<file path="config.mk">
export PLATFORM = sky130hd
export DESIGN_NAME = laser_gate_prot
export DESIGN_NICKNAME = d
export VERILOG_FILES = /design/src/inc/laser_prot_pkg.sv /design/src/inc/sync_if.sv /design/src/design/pin_sync.sv /design/src/design/laser_gate_prot.sv
export SDC_FILE = /design/constraint.sdc
export NUM_CORES = 1
export LEC_CHECK = 0
export ABC_AREA = 1
export BUFFER_PORTS_ARGS = -buffer_cell sky130_fd_sc_hd__buf_2
export CORE_MARGIN = 5
export CORE_UTILIZATION = 39
export DETAILED_ROUTE_END_ITERATION = 7
export SYNTH_ARGS = -nofsm -noshare
export SYNTH_HDL_FRONTEND = slang
export SYNTH_SLANG_ARGS = --single-unit
</file>
<file path="constraint.sdc">
create_clock -name aclk -period 14.8 [get_ports aclk]
set_input_delay 0.74 -clock aclk [delete_from_list [all_inputs] [get_ports aclk]]
set_output_delay 0.74 -clock aclk [all_outputs]
set_load 0.1 [all_outputs]
</file>
<file path="src/inc/laser_prot_pkg.sv">
/*
 * Constants for the gate protection and simmer block: timing, limits,
 * register offsets, field positions and reset values.
 * Assumes a single 40 MHz clock; all counts derive from it here.
 */
package laser_prot_pkg;
    // ----------------------------------------------------------------
    // Clock and counter sizing
    // ----------------------------------------------------------------
    localparam int CLK_MHZ = 40;
    localparam int CLK_NS  = 25;
    localparam int CW      = 20;                // Counter width

    // ----------------------------------------------------------------
    // Pulse limits
    // ----------------------------------------------------------------
    localparam int MAX_PULSE_US  = 1000;
    localparam int MAX_PULSE_CYC = MAX_PULSE_US * CLK_MHZ;
    localparam int DUTY_SCALE    = 100;
    localparam int DUTY_MAX_PCT  = 40;

    // ----------------------------------------------------------------
    // Simmer timing
    // ----------------------------------------------------------------
    localparam int SIM_PERIOD_US  = 1000;
    localparam int SIM_PERIOD_CYC = SIM_PERIOD_US * CLK_MHZ;
    localparam int SIM_TMO_US     = 10000;
    localparam int SIM_TMO_CYC    = SIM_TMO_US * CLK_MHZ;
    localparam int SIM_PW_NS      = 5000;
    localparam int SIM_PW_CYC     = (SIM_PW_NS + CLK_NS - 1) / CLK_NS;
    localparam int SIM_LIM_NS     = 1000;
    localparam int SIM_LIM_CYC    = (SIM_LIM_NS + CLK_NS - 1) / CLK_NS;

    // ----------------------------------------------------------------
    // Register map
    // ----------------------------------------------------------------
    localparam logic [7:0]  CTRL_OFS   = 8'h00;
    localparam logic [7:0]  RATIO_OFS  = 8'h04;
    localparam logic [7:0]  STAT_OFS   = 8'h08;
    localparam int          CTRL_SIM_EN_BIT = 0;
    localparam logic        CTRL_SIM_EN_RST = 1'b1;
    localparam logic [7:0]  RATIO_RST  = 8'h32;
    localparam logic [1:0]  RESP_OKAY  = 2'b00;
    localparam logic [1:0]  RESP_SLVERR = 2'b10;

    // Status bit positions
    localparam int ST_ENABLED = 0;
    localparam int ST_FAULT   = 1;
    localparam int ST_OVER    = 2;
    localparam int ST_REFL    = 3;
    localparam int ST_LIMITED = 4;
    localparam int ST_ILK     = 5;
    localparam int ST_GATE    = 6;
    localparam int ST_LASER   = 7;

    // Synchronised input lanes
    localparam int NSYNC  = 4;
    localparam int IN_GATE = 0;
    localparam int IN_PERMIT = 1;
    localparam int IN_ILK = 2;
    localparam int IN_BRK = 3;
endpackage

</file>
<file path="src/inc/sync_if.sv">
/*
 * Carrier for asynchronous pin levels and their synchronised copies.
 * Assumes the raw side is driven from pins outside the clock domain.
 */
`timescale 1ns/1ps
interface sync_if;
    logic [laser_prot_pkg::NSYNC-1:0] raw;      // Pin levels
    logic [laser_prot_pkg::NSYNC-1:0] synced;   // Clock-domain copies
    modport sync_side (input raw, output synced);
    modport user_side (output raw, input synced);
endinterface

</file>
<file path="src/design/pin_sync.sv">
/*
 * Two-flop synchroniser for a group of pin levels.
 * Assumes the levels change slowly against the 25 ns clock.
 */
`timescale 1ns/1ps
module pin_sync (
    input  wire logic        aclk,    // System clock
    input  wire logic        aresetn, // Sync reset, active low
    sync_if.sync_side        pins     // Raw in, synced out
);
    typedef struct packed {
        logic [laser_prot_pkg::NSYNC-1:0] meta;
        logic [laser_prot_pkg::NSYNC-1:0] stable;
    } sync_state_t;

    sync_state_t s_r;
    sync_state_t s_nxt;

    // Meta stage feeds only the stable stage
    always_comb begin
        s_nxt.meta   = pins.raw;
        s_nxt.stable = s_r.meta;
    end

    always_ff @(posedge aclk) begin
        if (!aresetn) begin
            s_r <= '0;
        end else begin
            s_r <= s_nxt;
        end
    end

    assign pins.synced = s_r.stable;
endmodule

</file>
<file path="src/design/laser_gate_prot.sv">
/*
 * Gate protection, fault latch, reflection guard and simmer generator
 * with an AXI4-Lite register slave.
 * Assumes one 40 MHz clock; pin inputs are asynchronous, the RF level
 * words and the fault event come from logic on the same clock.
 */
// What this block does
// Laser operation enabled once the permit line closes after power-up.
// Latched fault clears only on permit open then close.
// Output only during gate high; width is high time, period rise to rise.
// Gate pulses longer than maximum width truncated to exactly that width.
// Duty cycle is width over period times 100, compared to limit.
// Overlimit flag high when duty or width exceeds its limit.
// Duty limit is 40 percent; 50 percent is a violation.
// Both flags high exactly while protection limits the output.
// Reflection flag when reflected over forward ratio exceeds preset limit.
// Reflection flag high for the suppressed part of each gate pulse.
// Host ignores reflection flag at start-up, samples after about 100 ms; the host model never reads it and the bench checks it with no start-up wait.
// Simmer pulses start at power-up when the interlock is closed.
// Open interlock disables both gating and simmer at once.
// Simmer without breakdown beyond timeout gets shortened pulses.
// Simmer stops immediately while the gate is high.
// Simmer resumes only after gate low a full simmer period.
// Maximum pulse width is 1 ms alongside the 40 percent limit.
// Overlimit flag only on the violating part, low while gate low.
// Latched error output high while a system fault is present.
// All timing measured by internal counters against fixed limits.
// Gate, permit and interlock pins synchronised before use.
`timescale 1ns/1ps
module laser_gate_prot #(
    parameter logic [19:0] MAX_PULSE_CYC  = 20'(laser_prot_pkg::MAX_PULSE_CYC),
    parameter logic [19:0] SIM_PERIOD_CYC = 20'(laser_prot_pkg::SIM_PERIOD_CYC),
    parameter logic [19:0] SIM_TMO_CYC    = 20'(laser_prot_pkg::SIM_TMO_CYC)
) (
    input  wire logic        aclk,                  // System clock
    input  wire logic        aresetn,               // Sync reset, active low
    input  wire logic        beam_gate_in,          // Gate pin, async
    input  wire logic        run_permit_clear_in,   // 1 = closed to return
    input  wire logic        interlock_in,          // 1 = interlock closed
    input  wire logic        breakdown_in,          // Gas breakdown sense
    input  wire logic        fault_event_in,        // System fault pulse
    input  wire logic [11:0] fwd_level_in,          // Forward RF level
    input  wire logic [11:0] refl_level_in,         // Reflected RF level
    output logic             laser_out,             // Power stage on
    output logic             simmer_out,            // Simmer pulse
    output logic             pulse_overlimit_flag,  // Width/duty limiting
    output logic             reflection_guard_flag, // Reflection limiting
    output logic             latched_error_out,     // Fault present
    input  wire logic [7:0]  s_axi_awaddr,          // Write address
    input  wire logic        s_axi_awvalid,         // Write address valid
    output logic             s_axi_awready,         // Write address ready
    input  wire logic [31:0] s_axi_wdata,           // Write data
    input  wire logic [3:0]  s_axi_wstrb,           // Byte enables
    input  wire logic        s_axi_wvalid,          // Write data valid
    output logic             s_axi_wready,          // Write data ready
    output logic [1:0]       s_axi_bresp,           // Write response
    output logic             s_axi_bvalid,          // Write response valid
    input  wire logic        s_axi_bready,          // Write response ready
    input  wire logic [7:0]  s_axi_araddr,          // Read address
    input  wire logic        s_axi_arvalid,         // Read address valid
    output logic             s_axi_arready,         // Read address ready
    output logic [31:0]      s_axi_rdata,           // Read data
    output logic [1:0]       s_axi_rresp,           // Read response
    output logic             s_axi_rvalid,          // Read data valid
    input  wire logic        s_axi_rready           // Read data ready
);
    // ----------------------------------------------------------------
    // State
    // ----------------------------------------------------------------
    typedef struct packed {
        logic        aw_got;
        logic [7:0]  aw_addr;
        logic        w_got;
        logic [31:0] w_data;
        logic        w_strb0;
        logic        bvalid;
        logic [1:0]  bresp;
        logic        rvalid;
        logic [31:0] rdata;
        logic [1:0]  rresp;
        logic        sim_en;
        logic [7:0]  ratio;
        logic        enabled;
        logic        fault;
        logic        open_seen;
        logic        gate_d;
        logic [19:0] wid;
        logic [19:0] per;
        logic [19:0] prev_per;
        logic [19:0] sim_cnt;
        logic [19:0] sim_pw;
        logic [19:0] bd_cnt;
        logic        limited;
        logic        laser;
        logic        simmer;
        logic        over;
        logic        refl;
    } prot_state_t;

    prot_state_t s_r;
    prot_state_t s_nxt;

    // ----------------------------------------------------------------
    // Pin synchronisers
    // ----------------------------------------------------------------
    sync_if pins ();

    // Breakdown sense is a pin too, so it shares the synchroniser
    assign pins.raw = {breakdown_in, interlock_in, run_permit_clear_in, beam_gate_in};

    pin_sync u_sync (
        .aclk    (aclk),
        .aresetn (aresetn),
        .pins    (pins)
    );

    logic gate;
    logic permit;
    logic ilk;
    logic brk;
    assign gate   = pins.synced[laser_prot_pkg::IN_GATE];
    assign permit = pins.synced[laser_prot_pkg::IN_PERMIT];
    assign ilk    = pins.synced[laser_prot_pkg::IN_ILK];
    assign brk    = pins.synced[laser_prot_pkg::IN_BRK];

    // ----------------------------------------------------------------
    // Limit comparisons
    // ----------------------------------------------------------------
    logic [27:0] duty_lhs;
    logic [27:0] duty_rhs;
    logic [19:0] refl_lhs;
    logic [19:0] refl_rhs;
    logic        duty_bad;
    logic        width_bad;
    logic        refl_over;
    logic        over_now;
    logic        refl_now;

    // Width against the last whole period; a first pulse has no period
    assign duty_lhs  = 28'(s_r.wid) * 28'(laser_prot_pkg::DUTY_SCALE);
    assign duty_rhs  = 28'(s_r.prev_per) * 28'(laser_prot_pkg::DUTY_MAX_PCT);
    assign duty_bad  = duty_lhs > duty_rhs;
    assign width_bad = s_r.wid >= MAX_PULSE_CYC;
    assign refl_lhs  = 20'(refl_level_in) * 20'(laser_prot_pkg::DUTY_SCALE);
    assign refl_rhs  = 20'(fwd_level_in) * 20'(s_r.ratio);
    assign refl_over = refl_lhs > refl_rhs;
    // Flags only while gate is high, so they mark the inhibited part
    assign over_now  = gate && (duty_bad || width_bad);
    assign refl_now  = gate && refl_over && !over_now;

    // ----------------------------------------------------------------
    // Next-state logic
    // ----------------------------------------------------------------
    logic        aw_hs;
    logic        w_hs;
    logic        ar_hs;
    logic [7:0]  wa;
    logic [31:0] wd;
    logic        ws0;
    logic        sim_ok;

    assign s_axi_awready = !s_r.aw_got && !s_r.bvalid;
    assign s_axi_wready  = !s_r.w_got && !s_r.bvalid;
    assign s_axi_arready = !s_r.rvalid;
    assign aw_hs = s_axi_awvalid && s_axi_awready;
    assign w_hs  = s_axi_wvalid && s_axi_wready;
    assign ar_hs = s_axi_arvalid && s_axi_arready;
    assign wa    = s_r.aw_got ? s_r.aw_addr : s_axi_awaddr;
    assign wd    = s_r.w_got ? s_r.w_data : s_axi_wdata;
    assign ws0   = s_r.w_got ? s_r.w_strb0 : s_axi_wstrb[0];
    assign sim_ok = ilk && !gate && s_r.sim_en;

    always_comb begin
        s_nxt = s_r;
        // Bus write: address and data in either order, answer after both
        if (aw_hs) begin
            s_nxt.aw_got  = 1'b1;
            s_nxt.aw_addr = s_axi_awaddr;
        end
        if (w_hs) begin
            s_nxt.w_got   = 1'b1;
            s_nxt.w_data  = s_axi_wdata;
            s_nxt.w_strb0 = s_axi_wstrb[0];
        end
        if ((s_r.aw_got || aw_hs) && (s_r.w_got || w_hs)) begin
            s_nxt.aw_got = 1'b0;
            s_nxt.w_got  = 1'b0;
            s_nxt.bvalid = 1'b1;
            s_nxt.bresp  = laser_prot_pkg::RESP_OKAY;
            unique case (wa)
                laser_prot_pkg::CTRL_OFS: begin
                    if (ws0) begin
                        s_nxt.sim_en = wd[laser_prot_pkg::CTRL_SIM_EN_BIT];
                    end
                end
                laser_prot_pkg::RATIO_OFS: begin
                    if (ws0) begin
                        s_nxt.ratio = wd[7:0];
                    end
                end
                laser_prot_pkg::STAT_OFS: ;
                default: s_nxt.bresp = laser_prot_pkg::RESP_SLVERR;
            endcase
        end
        if (s_r.bvalid && s_axi_bready) begin
            s_nxt.bvalid = 1'b0;
        end
        // Bus read: data registered on the same edge that takes the address
        if (s_r.rvalid && s_axi_rready) begin
            s_nxt.rvalid = 1'b0;
        end
        if (ar_hs) begin
            s_nxt.rvalid = 1'b1;
            s_nxt.rresp  = laser_prot_pkg::RESP_OKAY;
            s_nxt.rdata  = '0;
            unique case (s_axi_araddr)
                laser_prot_pkg::CTRL_OFS: s_nxt.rdata[0] = s_r.sim_en;
                laser_prot_pkg::RATIO_OFS: s_nxt.rdata[7:0] = s_r.ratio;
                laser_prot_pkg::STAT_OFS: begin
                    s_nxt.rdata[laser_prot_pkg::ST_ENABLED] = s_r.enabled;
                    s_nxt.rdata[laser_prot_pkg::ST_FAULT]   = s_r.fault;
                    s_nxt.rdata[laser_prot_pkg::ST_OVER]    = s_r.over;
                    s_nxt.rdata[laser_prot_pkg::ST_REFL]    = s_r.refl;
                    s_nxt.rdata[laser_prot_pkg::ST_LIMITED] = s_r.limited;
                    s_nxt.rdata[laser_prot_pkg::ST_ILK]     = ilk;
                    s_nxt.rdata[laser_prot_pkg::ST_GATE]    = gate;
                    s_nxt.rdata[laser_prot_pkg::ST_LASER]   = s_r.laser;
                end
                default: s_nxt.rresp = laser_prot_pkg::RESP_SLVERR;
            endcase
        end

        // Enable and fault latch; a new fault beats a same-cycle clear
        if (permit) begin
            s_nxt.enabled = 1'b1;
        end
        if (!permit && s_r.fault) begin
            s_nxt.open_seen = 1'b1;
        end
        if (permit && s_r.open_seen) begin
            s_nxt.fault     = 1'b0;
            s_nxt.open_seen = 1'b0;
        end
        if (fault_event_in) begin
            s_nxt.fault     = 1'b1;
            s_nxt.open_seen = 1'b0;
        end

        // Pulse width and rise-to-rise period, saturating
        s_nxt.gate_d = gate;
        s_nxt.wid = gate ? ((&s_r.wid) ? s_r.wid : s_r.wid + 20'd1) : '0;
        if (gate && !s_r.gate_d) begin
            s_nxt.prev_per = s_r.per;
            s_nxt.per      = 20'd1;
        end else if (!(&s_r.per)) begin
            s_nxt.per = s_r.per + 20'd1;
        end

        // Output stage and flags, one register each
        s_nxt.laser = gate && ilk && s_r.enabled && !s_r.fault
                      && !over_now && !refl_now;
        s_nxt.over  = over_now;
        s_nxt.refl  = refl_now;

        // Simmer: any gate or open interlock restarts the full wait
        if (!sim_ok) begin
            s_nxt.sim_cnt = '0;
            s_nxt.sim_pw  = '0;
        end else begin
            if (s_r.sim_cnt == SIM_PERIOD_CYC - 20'd1) begin
                s_nxt.sim_cnt = '0;
                s_nxt.sim_pw  = s_r.limited ? 20'(laser_prot_pkg::SIM_LIM_CYC)
                                            : 20'(laser_prot_pkg::SIM_PW_CYC);
            end else begin
                s_nxt.sim_cnt = s_r.sim_cnt + 20'd1;
                if (s_r.sim_pw != '0) begin
                    s_nxt.sim_pw = s_r.sim_pw - 20'd1;
                end
            end
        end
        s_nxt.simmer = sim_ok && (s_nxt.sim_pw != '0);

        // No breakdown within the timeout shortens later simmer pulses
        if (brk || gate || !ilk) begin
            s_nxt.bd_cnt = '0;
            if (brk) begin
                s_nxt.limited = 1'b0;
            end
        end else if (s_r.sim_pw != '0) begin
            if (s_r.bd_cnt == SIM_TMO_CYC - 20'd1) begin
                s_nxt.limited = 1'b1;
            end else begin
                s_nxt.bd_cnt = s_r.bd_cnt + 20'd1;
            end
        end
    end

    // ----------------------------------------------------------------
    // State register
    // ----------------------------------------------------------------
    always_ff @(posedge aclk) begin
        if (!aresetn) begin
            s_r          <= '0;
            s_r.sim_en   <= laser_prot_pkg::CTRL_SIM_EN_RST;
            s_r.ratio    <= laser_prot_pkg::RATIO_RST;
            s_r.prev_per <= '1;
            s_r.per      <= '1;                 // First rise sees no whole period
        end else begin
            s_r <= s_nxt;
        end
    end

    assign laser_out             = s_r.laser;
    assign simmer_out            = s_r.simmer;
    assign pulse_overlimit_flag  = s_r.over;
    assign reflection_guard_flag = s_r.refl;
    assign latched_error_out     = s_r.fault;
    assign s_axi_bvalid          = s_r.bvalid;
    assign s_axi_bresp           = s_r.bresp;
    assign s_axi_rvalid          = s_r.rvalid;
    assign s_axi_rdata           = s_r.rdata;
    assign s_axi_rresp           = s_r.rresp;
endmodule

</file>
==> results.cfg <==
[route]
drt-vias-per-instance = 4.92
vias = 15600
drtAntennaViolNets = 0
drtIter0Drc = 839
routed_wl_mm = 42.0
drt-pass1-iter-count = 5
remaining_drc_errors = 0
wl_per_cell_um = 13.3

[synth]
synthDistinctLibCells = 58
netlist_instances = 2516
synthArstFlopShare = 0
synth_seq_cells = 177
synth_top_area_frac = 0.200
syn_area_um2 = 17700
seq_area_frac_synth = 0.200
synth_area_leaders = dfxtp_1 (20%), ha_1 (17%), nand2_1 (11%), inv_1 (10%), fa_1 (9.4%)
synth_edf_count = 0
avgSynthCellArea_um2 = 7.02
ys.flop_type = dfxtp_1
yosysWarnings = 0
synth_top_area_cell = dfxtp_1

[global_route]
grt_max_degree = 79
grt_usage = 0.166
grt_pass1_wl_mm = 71.0
antenna_found_initial = 3
overflow = 0
grt_pass1_vias = 15100

[placement]
portBuffers = 80
dpl.cell_count = 3134
dp_hpwl_mm = 34.4
gp_congestion = 0.928

[die]
dieArea_um2 = 49700
die_y_um = 223
start_util = 0.392
die_x_um = 223
rows = 78
design.core.area_um2 = 45100
ios = 134

[layout]
multi_input_area_um2 = 11800
layout.cells.non_filler = 3166
utilization = 0.421
drive_gt1_frac = 0.0670
final_cell_mix = nand2_1 (541), inv_1 (489), ha_1 (239)
n_fill_cell = 4733
ff_latch_area_um2 = 3540
insertedDiodeCount = 0
synthToLayoutAreaGrowth_pct = 7.49
final_common_cell = nand2_1
nets = 2963

[sta]
finalClockSkew_ns = 0.0122
worstMarginPinSlew_ns = 0.868
rsz0062_at_grt = no
setup_viol = 0
max_freq_mhz = 166
finalCritPeriodShare = 0.407
timing.hold.ws_ns = 0.415
slew_headroom = 0.420
finalSetupTns_ns = 0
min_period_ns = 6.02
hold_viol_final = 0
slew_violations = 0

[clock_network]
cts_buffer_depth = 2
numCtsBuffers = 17
clockRootBuffer = clkbuf_16
cts_tree = built
clk_latency_ns = 0.44
path_clk_slew_ns = 0.07
htreeDepth = 4
post_cts_buffers = 0
cts-resized-gates = 0
clkSinkCount = 177
hold_buffers = 0

[run]
cap_violations = 0

[power_and_ir_drop]
vdd_drop_max_uv = 85.0
p_leak_nw = 10.2
powerDensity_nw_per_um2 = 81.2

[min_path]
hold_class = reg -> reg
worstHoldStart = u_sync.s_nxt[0]

[worst_setup_path]
cp.arrival_ns = 6.35
cp-end-kind = register
crit_path_start = s_r[136]
worst-setup-path-type = reg -> reg
cp_max_fo = 14
critPathLaunchType = register
cp.required_ns = 15.13
timing.rr.start = s_r[136]

[outcome]
status = finished clean
-- metal layers --
metal,wire (µm),vias to the layer above,GRT usage
li1,-,7996,-
met1,20000,7256,0.225
met2,19800,270,0.282
met3,1410,59,0.0217
met4,833,6,0.0411
met5,34,-,0
-- layout make-up --
class | instances | share of cell area
multi-input cells | 1775 | 0.622
flip-flops and latches | 177 | 0.187
inverters | 497 | 0.0982
well taps | 600 | 0.0395
clock buffers | 21 | 0.0237
repair buffers | 85 | 0.0231
clock inverters | 11 | 0.00659
-- cells in the mapped netlist (36+ instances only) --
cell type  count
nor3_1        37
clkbuf_1      37
nand3_1       90
inv_1        489
buf_4         38
dfxtp_1      177
a21oi_1      144
fa_1          83
nand2_1      541
xor2_1        59
ha_1         239
nand4_1       59
o21ai_0      100
nor2_1       201
xnor2_1       36
-- critical path, cell delays in order, from the launching register on --
cell and delay [ns]:
dfxtp_1 0.75, nand2_1 0.17, fa_1 0.55, fa_1 0.57, inv_1 0.06, fa_1 0.52, inv_1 0.05, fa_1 0.54
inv_1 0.04, ha_1 0.35, nand2_1 0.07, inv_1 0.05, nand2_1 0.07, o21ai_0 0.41, nand2_1 0.09, nand2_1 0.11
nand2_1 0.05, nand3_1 0.10, a21oi_1 0.09, xor2_1 0.15, ha_1 0.29, nand2_1 0.10, a21oi_1 0.05, a41oi_1 0.41
nand3_1 0.15, nand2_1 0.08, nor2_1 0.04
-- stage by stage --
step                area, µm²  setup WS [ns]  power [mW]
floorplan               17800           9.24       0.997
global placement        18400           8.73        1.10
detailed placement      18400           8.64        1.11
CTS                     19000           8.77        1.56
global route            19000           8.34        1.66
finish                  19000           8.78        1.54
-- registers in the layout, indices dropped and copies added (netlist names), 4 cells and up --
signal and count:
s_r 152, s_axi_rdata 8, u_sync.pins.synced 4, u_sync.s_nxt 4
-- power by group --
group | switching [mW] | internal (mW)
sequential | 0.0216 | 0.498
clock | 0.208 | 0.242
combinational | 0.373 | 0.200
total | 0.602 | 0.941
-- cell families (layout without fill, tap and decap cells) --
logic type | count (synthesis) | count (layout) | share of synthesized area
buffers and inverters | 589 | 614 | 0.136
adder cells (fa/ha/maj) | 322 | 322 | 0.263
AO/OA/AOI/OAI | 321 | 321 | 0.101
multiplexers | 1 | 1 | 0.000566
flip-flops | 177 | 177 | 0.200
other | 1 | 26 | 0.000212
AND/OR/NAND/NOR | 1010 | 1010 | 0.252
XOR/XNOR | 95 | 95 | 0.0471
-- final timing paths --
kind / to / slack [ns] / cells past startpoint
setup / recovery: laser_out / 8.78 / 26
hold reg to reg: u_sync.pins.synced[0] / 0.41 / 2
hold / removal: u_sync.pins.synced[0] / 0.41 / 2
setup reg to reg: laser_out / 8.78 / 26
Note: power is estimated with default switching activity, not from simulation.
